$ cat src/hdl/fmt_timer_regs.vh
// Purpose: constants for the four mode interval timer
// Assumes: 40 MHz aclk, 32-bit AXI4-Lite register bus
// Notes:   offsets are byte addresses of aligned words
`ifndef FMT_TIMER_REGS_VH
`define FMT_TIMER_REGS_VH

// ----------------------------------------------------------------
// register offsets
// ----------------------------------------------------------------
`define FMT_OFS_CTRL     4'h0
`define FMT_OFS_TIME     4'h4
`define FMT_OFS_ELAPSED  4'h8
`define FMT_OFS_STATUS   4'hC

// ----------------------------------------------------------------
// fields and reset values
// ----------------------------------------------------------------
`define FMT_CTRL_MODE_LO 0
`define FMT_CTRL_MODE_HI 1
`define FMT_CTRL_IN_BIT  2
`define FMT_CTRL_RST     3'h0
`define FMT_TIME_RST     32'h0000_0000
`define FMT_STAT_OUT_BIT 0
`define FMT_STAT_TRG_BIT 1

// ----------------------------------------------------------------
// modes
// ----------------------------------------------------------------
`define FMT_MODE_ON_PULSE  2'h0
`define FMT_MODE_OFF_DELAY 2'h1
`define FMT_MODE_ONE_SHOT  2'h2
`define FMT_MODE_MIN_ON    2'h3

// ----------------------------------------------------------------
// timing and bus response codes
// ----------------------------------------------------------------
`define FMT_CLK_HZ       40000000
`define FMT_SAMPLE_MS    110
`define FMT_SAMPLE_CYC   ((`FMT_CLK_HZ / 1000) * `FMT_SAMPLE_MS)
`define FMT_RESP_OKAY    2'h0
`define FMT_RESP_SLVERR  2'h2

`endif

$ cat src/hdl/fmt_timer.v
// Overview of operation
// - four modes: pulse, off delay, shot, min-on
// - pulse: rising edge starts fixed pulse
// - pulse: retrigger clears elapsed, extends pulse
// - pulse: triggered flag equals output
// - off delay: rising edge forces output low
// - off delay: short input gives one-tick pulse
// - off delay: expiry with input high, output high
// - off delay: flag set on rise, clears after
// - one shot: nonzero time write starts output
// - one shot: time counts down, zero clears
// - one shot: time rewritable while counting
// - one shot: no reload after reaching zero
// - one shot: input gates countdown and output
// - min-on: rising edge drives output high
// - min-on: falling edge starts count, expiry low
// - min-on: re-rise resets elapsed to zero
// - min-on: flag while elapsed above zero
//
// Purpose: interval timer with four modes behind AXI4-Lite
// Assumes: inputs synchronous to aclk, one write and one read at a time
// Notes:   time and elapsed count in 110 ms sample ticks
//
// The register addresses and register access over AXI4-Lite were chosen for this implementation.
`timescale 1ns/100ps
`include "fmt_timer_regs.vh"

module fmt_timer #(
  parameter TW         = 32,
  parameter SAMPLE_CYC = `FMT_SAMPLE_CYC
) (
  input  wire          aclk,
  input  wire          aresetn,
  input  wire          trig_in,
  input  wire [3:0]    s_axi_awaddr,
  input  wire          s_axi_awvalid,
  output reg           s_axi_awready,
  input  wire [31:0]   s_axi_wdata,
  input  wire [3:0]    s_axi_wstrb,
  input  wire          s_axi_wvalid,
  output reg           s_axi_wready,
  output reg  [1:0]    s_axi_bresp,
  output reg           s_axi_bvalid,
  input  wire          s_axi_bready,
  input  wire [3:0]    s_axi_araddr,
  input  wire          s_axi_arvalid,
  output reg           s_axi_arready,
  output reg  [31:0]   s_axi_rdata,
  output reg  [1:0]    s_axi_rresp,
  output reg           s_axi_rvalid,
  input  wire          s_axi_rready,
  output reg           timer_out_ff,
  output reg           triggered_ff,
  output reg  [TW-1:0] elapsed_ff
);

  // ----------------------------------------------------------------
  // sample tick divider
  // ----------------------------------------------------------------
  reg  [31:0]   div_ff;
  reg           tick_ff;
  always @(posedge aclk) begin
    if (!aresetn) begin
      div_ff  <= 32'h0;
      tick_ff <= 1'b0;
    end else if (div_ff == SAMPLE_CYC - 1) begin
      div_ff  <= 32'h0;
      tick_ff <= 1'b1;
    end else begin
      div_ff  <= div_ff + 32'h1;
      tick_ff <= 1'b0;
    end
  end

  // ----------------------------------------------------------------
  // register bus: write side
  // ----------------------------------------------------------------
  reg  [2:0]    ctrl_ff;
  reg  [TW-1:0] time_ff;
  reg  [TW-1:0] nxt_time;
  reg  [3:0]    awaddr_ff;
  reg           aw_hold_ff;
  reg  [31:0]   wdata_ff;
  reg  [3:0]    wstrb_ff;
  reg           w_hold_ff;
  reg           time_wr_ff;
  wire [1:0]    mode = ctrl_ff[`FMT_CTRL_MODE_HI:`FMT_CTRL_MODE_LO];
  wire          sw_in = ctrl_ff[`FMT_CTRL_IN_BIT];
  wire          in_now = trig_in | sw_in;
  wire          do_wr = aw_hold_ff & w_hold_ff & ~s_axi_bvalid;
  wire          wr_ok = (awaddr_ff == `FMT_OFS_CTRL) ||
                        (awaddr_ff == `FMT_OFS_TIME) ||
                        (awaddr_ff == `FMT_OFS_ELAPSED) ||
                        (awaddr_ff == `FMT_OFS_STATUS);

  always @(posedge aclk) begin
    if (!aresetn) begin
      s_axi_awready <= 1'b1;
      s_axi_wready  <= 1'b1;
      s_axi_bvalid  <= 1'b0;
      s_axi_bresp   <= `FMT_RESP_OKAY;
      aw_hold_ff    <= 1'b0;
      w_hold_ff     <= 1'b0;
      awaddr_ff     <= 4'h0;
      wdata_ff      <= 32'h0;
      wstrb_ff      <= 4'h0;
      ctrl_ff       <= `FMT_CTRL_RST;
      time_wr_ff    <= 1'b0;
    end else begin
      time_wr_ff <= 1'b0;
      if (s_axi_awvalid && s_axi_awready) begin
        awaddr_ff     <= s_axi_awaddr;
        aw_hold_ff    <= 1'b1;
        s_axi_awready <= 1'b0;
      end
      if (s_axi_wvalid && s_axi_wready) begin
        wdata_ff     <= s_axi_wdata;
        wstrb_ff     <= s_axi_wstrb;
        w_hold_ff    <= 1'b1;
        s_axi_wready <= 1'b0;
      end
      if (do_wr) begin
        aw_hold_ff   <= 1'b0;
        w_hold_ff    <= 1'b0;
        s_axi_bvalid <= 1'b1;
        s_axi_bresp  <= wr_ok ? `FMT_RESP_OKAY : `FMT_RESP_SLVERR;
        if (awaddr_ff == `FMT_OFS_CTRL) begin
          if (wstrb_ff[0])
            ctrl_ff <= wdata_ff[2:0];
        end else if (awaddr_ff == `FMT_OFS_TIME) begin
          time_wr_ff <= 1'b1;
        end
      end
      if (s_axi_bvalid && s_axi_bready) begin
        s_axi_bvalid  <= 1'b0;
        s_axi_awready <= 1'b1;
        s_axi_wready  <= 1'b1;
      end
    end
  end

  // byte-lane merge of a time write
  integer i;
  always @* begin
    nxt_time = time_ff;
    for (i = 0; i < 4; i = i + 1)
      if (wstrb_ff[i] && (8 * i < TW))
        nxt_time[8*i +: 8] = wdata_ff[8*i +: 8];
  end

  // ----------------------------------------------------------------
  // register bus: read side
  // ----------------------------------------------------------------
  always @(posedge aclk) begin
    if (!aresetn) begin
      s_axi_arready <= 1'b1;
      s_axi_rvalid  <= 1'b0;
      s_axi_rdata   <= 32'h0;
      s_axi_rresp   <= `FMT_RESP_OKAY;
    end else if (s_axi_arvalid && s_axi_arready) begin
      s_axi_arready <= 1'b0;
      s_axi_rvalid  <= 1'b1;
      s_axi_rresp   <= `FMT_RESP_OKAY;
      if (s_axi_araddr == `FMT_OFS_CTRL)
        s_axi_rdata <= {29'h0, ctrl_ff};
      else if (s_axi_araddr == `FMT_OFS_TIME)
        s_axi_rdata <= time_ff;
      else if (s_axi_araddr == `FMT_OFS_ELAPSED)
        s_axi_rdata <= elapsed_ff;
      else if (s_axi_araddr == `FMT_OFS_STATUS)
        s_axi_rdata <= {30'h0, triggered_ff, timer_out_ff};
      else begin
        s_axi_rdata <= 32'h0;
        s_axi_rresp <= `FMT_RESP_SLVERR;
      end
    end else if (s_axi_rvalid && s_axi_rready) begin
      s_axi_rvalid  <= 1'b0;
      s_axi_arready <= 1'b1;
    end
  end

  // ----------------------------------------------------------------
  // timer core
  // ----------------------------------------------------------------
  reg           in_prev_ff;
  reg           running_ff;
  reg           pulse_ff;
  wire          rise = in_now & ~in_prev_ff;
  wire          fall = ~in_now & in_prev_ff;
  wire          done = (elapsed_ff >= time_ff);
  wire [TW-1:0] el_inc = elapsed_ff + {{(TW-1){1'b0}}, 1'b1};

  always @(posedge aclk) begin
    if (!aresetn) begin
      in_prev_ff   <= 1'b0;
      running_ff   <= 1'b0;
      pulse_ff     <= 1'b0;
      timer_out_ff <= 1'b0;
      triggered_ff <= 1'b0;
      elapsed_ff   <= {TW{1'b0}};
      time_ff      <= `FMT_TIME_RST;
    end else begin
      if (time_wr_ff) begin
        time_ff <= nxt_time;
        if (mode == `FMT_MODE_ONE_SHOT && nxt_time != {TW{1'b0}}) begin
          triggered_ff <= 1'b1;
          timer_out_ff <= in_now;
        end
      end else if (tick_ff) begin
        in_prev_ff <= in_now;
        case (mode)
          `FMT_MODE_ON_PULSE: begin
            if (rise) begin
              elapsed_ff   <= {TW{1'b0}};
              timer_out_ff <= 1'b1;
              triggered_ff <= 1'b1;
            end else if (timer_out_ff) begin
              if (el_inc >= time_ff) begin
                timer_out_ff <= 1'b0;
                triggered_ff <= 1'b0;
              end
              elapsed_ff <= el_inc;
            end
          end
          `FMT_MODE_OFF_DELAY: begin
            if (rise) begin
              timer_out_ff <= 1'b0;
              triggered_ff <= 1'b1;
              running_ff   <= 1'b1;
              pulse_ff     <= 1'b0;
              elapsed_ff   <= {TW{1'b0}};
            end else if (running_ff) begin
              if (el_inc >= time_ff) begin
                running_ff   <= 1'b0;
                timer_out_ff <= 1'b1;
                pulse_ff     <= ~in_now;
              end
              elapsed_ff <= el_inc;
            end else if (timer_out_ff) begin
              if (pulse_ff || !in_now) begin
                timer_out_ff <= 1'b0;
                pulse_ff     <= 1'b0;
                triggered_ff <= 1'b0;
              end
            end
          end
          `FMT_MODE_ONE_SHOT: begin
            if (time_ff != {TW{1'b0}} && triggered_ff) begin
              timer_out_ff <= in_now;
              if (in_now) begin
                time_ff <= time_ff - {{(TW-1){1'b0}}, 1'b1};
                elapsed_ff <= el_inc;
              end
            end else begin
              timer_out_ff <= 1'b0;
              triggered_ff <= 1'b0;
            end
          end
          default: begin
            if (rise) begin
              // rise sets; elapsed back to zero
              timer_out_ff <= 1'b1;
              running_ff   <= 1'b0;
              elapsed_ff   <= {TW{1'b0}};
              triggered_ff <= 1'b0;
            end else if (fall && timer_out_ff) begin
              running_ff   <= 1'b1;
              elapsed_ff   <= el_inc;
              triggered_ff <= 1'b1;
              // short set time: stay running so the next tick clears count
              if (el_inc >= time_ff)
                timer_out_ff <= 1'b0;
            end else if (running_ff) begin
              if (done) begin
                timer_out_ff <= 1'b0;
                running_ff   <= 1'b0;
                triggered_ff <= 1'b0;
                elapsed_ff   <= {TW{1'b0}};
              end else begin
                elapsed_ff <= el_inc;
                if (el_inc >= time_ff)
                  timer_out_ff <= 1'b0;
              end
            end else begin
              triggered_ff <= (elapsed_ff != {TW{1'b0}});
            end
          end
        endcase
      end
    end
  end

endmodule // fmt_timer

$ cat config.mk
export PLATFORM = sky130hd
export DESIGN_NAME = fmt_timer
export DESIGN_NICKNAME = d
export VERILOG_FILES = /design/src/hdl/fmt_timer.v
export VERILOG_INCLUDE_DIRS = /design/src /design/src/hdl
export SDC_FILE = /design/constraint.sdc
export NUM_CORES = 1
export LEC_CHECK = 0
export BUFFER_PORTS_ARGS = -buffer_cell sky130_fd_sc_hd__buf_4
export CORE_MARGIN = 4
export CORE_UTILIZATION = 48
export DETAILED_ROUTE_END_ITERATION = 10
export GPL_TIMING_DRIVEN = 0
export MAX_ROUTING_LAYER = met4
export PLACE_DENSITY = 0.77
export SLEW_MARGIN = 20
export SYNTH_ARGS = -nofsm -noshare
export SYNTH_HDL_FRONTEND = slang
export SYNTH_SLANG_ARGS = --single-unit
$ cat constraint.sdc
create_clock -name aclk -period 6 [get_ports aclk]
set_input_delay 0.3 -clock aclk [delete_from_list [all_inputs] [get_ports aclk]]
set_output_delay 0.3 -clock aclk [all_outputs]
set_load 0.02 [all_outputs]
==> flow_metrics.tcl <==
set metrics [dict create \
    root_buffer "clkbuf_16" \
    clockBufferDepth 2 \
    skew_ns 0.01096 \
    drt-initial-drc-count 1100 \
    final_nets 1574 \
    die_area_um2 24630 \
    cts_resized 0 \
    yosysSeqAreaShare 0.3515 \
    finalHoldViolCount 0 \
    dp.cells 1711 \
    r2r_slack_ns 1.13 \
    power_per_cell_area_nw_per_um2 213.1 \
    cpPeakStageDelay_ns 0.69 \
    syn_inst 1306 \
    finalSetupTns_ns 0 \
    setup_viol 0 \
    viasPerCell 5.990 \
    cts_setup_buffers 0 \
    grt_max_degree 17 \
    path_cells "ha_1 -> nand3_1 -> nor3_1 -> nand3_1 -> nor3_1 -> nand3_1 -> xnor2_1 -> ha_1 -> nand4_1 -> or2_2 -> nor3_1 -> and3_1 -> a21oi_1 -> a22oi_1 -> o21ai_0 -> a311o_1" \
    finalInstanceArea_um2 12500 \
    cts_buffers 17 \
    path_buf_inv 0 \
    yosys_warnings 0 \
    fillers 1984 \
    worstSetupPathType "reg -> reg" \
    coreArea_um2 21820 \
    cts_hold_buffers 0 \
    overflow 0 \
    async_reset_ff_frac 0 \
    rows 54 \
    synth_edf_count 0 \
    finalMaxSlewViolations 0 \
    crit_slowest_cell "nor3_1" \
    die_h_um 156.9 \
    grt_pass1_vias 9635 \
    grt_util_all_layers 0.2683 \
    post_dp_cell_area_um2 11930 \
    cts_tree "yes" \
    end_kind "flop" \
    timing.fmax_mhz 205.5 \
    synth_top_cells_by_area "dfxtp_1 35%, ha_1 8.5%, nand2_1 5.5%" \
    status "finished clean" \
    ys_ff_latch 187 \
    layout-drive-gt1-share 0.1217 \
    num_vias 10440 \
    timing.hold.worst_endpoint "s_axi_wready" \
    ant_nets 0 \
    grt_pass1_wl_um 51050 \
    routedWlPerCell_um 18.59 \
    drc 0 \
    worstSkewPairLatency_ns 0.43 \
    layout-area-overhead-vs-synth_pct 17.42 \
    syn_avg_cell_area_um2 8.154 \
    whs_path_depth 2 \
    ir_drop_mv 0.1747 \
    io_buffers 124 \
    drtPass1Iterations 6 \
    antennaDiodeCount 0 \
    yosysMostFrequentCell "dfxtp_1" \
    critical_path.top_delay_family "simple AND/OR/NAND/NOR gates" \
    finalWirelength_um 32410 \
    worstSetupStartpointType "flop" \
    ys.flop_type "dfxtp_1" \
    required_ns 6.32 \
    start_util 0.4880 \
    tightest_slew_ns 0.9594 \
    rsz0062_at_grt "false" \
    io_pins 127 \
    maxCapViolCount 0 \
    die_w_um 156.9 \
    rr_worst_depth 16 \
    place_congestion 0.9733 \
    min_period_over_period 0.8112 \
    cp_max_fo 7 \
    min_from "s_axi_wvalid" \
    rr_startpoint "elapsed_ff[1]" \
    fin_crit_ns 4.867 \
    antenna_found_initial 0 \
    post-dp-hpwl_um 25390 \
    arrival_ns 5.18 \
    hold_class "in -> reg" \
    yosysTopAreaCell "dfxtp_1" \
    yosysUniqueCellTypes 71 \
    r2r_end "triggered_ff" \
    p_leak_nw 4.993 \
    synth_top_area_frac 0.3515 \
    relSlewSlack 0.3545 \
    synth_commonest_cells "187 x dfxtp_1, 155 x nand2_1, 124 x nor2_1, 72 x ha_1, 64 x clkbuf_1" \
    clock-sinks 187 \
    clkTransAtPathRegs_ns 0.07 \
    cts_max_level 4 \
    stdcell_count 1743 \
    netlist_area_um2 10650 \
]
==> worst register-to-register path, stage by stage (launching register included) <==
cell	delay, ns
dfxtp_1	0.53
ha_1	0.30
nand3_1	0.16
nor3_1	0.69
nand3_1	0.21
nor3_1	0.39
nand3_1	0.15
xnor2_1	0.19
ha_1	0.33
nand4_1	0.12
or2_2	0.34
nor3_1	0.18
and3_1	0.17
a21oi_1	0.18
a22oi_1	0.30
o21ai_0	0.13
a311o_1	0.38
==> registers in the layout, indices dropped and copies added (netlist names), 3 cells and up <==
signal	count
time_ff	32
wdata_ff	32
elapsed_ff	32
awaddr_ff	4
ctrl_ff	3
wstrb_ff	4
s_axi_rdata	32
div_ff	32
==> layout by cell type (no fill, tap or decap), types with 42 or more instances in the layout <==
master    instances
dfxtp_1         187
nand2_1         155
buf_4           126
nor2_1          124
ha_1             72
clkbuf_1         67
a21oi_1          62
o21ai_0          57
nor3_1           52
inv_1            50
nand3_1          45
a21boi_0         42
==> kinds of logic after synthesis <==
kind of cell / after synthesis / share of synthesized area
mux: 21 / 0.02256
buf+inv: 124 / 0.04535
other cells: 1 / 0.0003521
xor+xnor: 60 / 0.04935
compound gates: 302 / 0.1962
flops: 187 / 0.3515
simple gates: 539 / 0.2500
fa+ha+maj: 72 / 0.08460
==> cell type report <==
type,instances,area [um2],area share
timing repair buffer,124,930.9,0.07444
tap,280,350.3,0.02802
clock buffer,22,464.2,0.03712
clock inverter,10,106.4,0.008505
sequential,187,3744,0.2994
inverter,50,187.7,0.01501
buffer,74,295.3,0.02361
multi-input combinational,996,6426,0.5139
==> worst max-delay path by stage <==
stage | start | end | slack [ns] | depth (start not counted)
3_3_place_gp | elapsed_ff[2] | triggered_ff | 1.29 | 16
3_5_place_dp | elapsed_ff[2] | triggered_ff | 1.26 | 16
2_1_floorplan | elapsed_ff[1] | triggered_ff | 2.11 | 16
6_report | elapsed_ff[1] | triggered_ff | 1.13 | 16
5_1_grt | elapsed_ff[2] | triggered_ff | 0.87 | 16
4_1_cts | elapsed_ff[1] | triggered_ff | 1.23 | 16
==> per-layer routing <==
| metal | vias up | track usage | part of all wire |
|---|---|---|---|
| li1 | 5039 | - | - |
| met1 | 4830 | 0.3835 | 0.45 |
| met2 | 488 | 0.3806 | 0.42 |
| met3 | 83 | 0.04482 | 0.092 |
| met4 | 0 | 0.09876 | 0.034 |
| met5 | - | - | 0 |
==> power breakdown <==
| part | switching [mW] | internal [mW] |
|---|---|---|
| Combinational | 0.144 | 0.0977 |
| Clock | 0.512 | 0.604 |
| Sequential | 0.0305 | 1.28 |
==> per-stage QoR <==
stage | utilization | worst slack [ns] | total power, mW | hold WS, ns
final | 0.5730 | 1.133 | 2.665 | 0.06005
after global routing | 0.5730 | 0.8731 | 2.763 | 0.07298
after CTS | 0.5730 | 1.231 | 2.673 | 0.05168
after detailed placement | 0.5468 | 1.265 | 1.576 | 0.4536
after global placement | 0.5468 | 1.287 | 1.570 | 0.4459
after floorplan | - | 2.109 | 1.465 | 0.4004
Note: power is estimated with default switching activity, not from simulation.
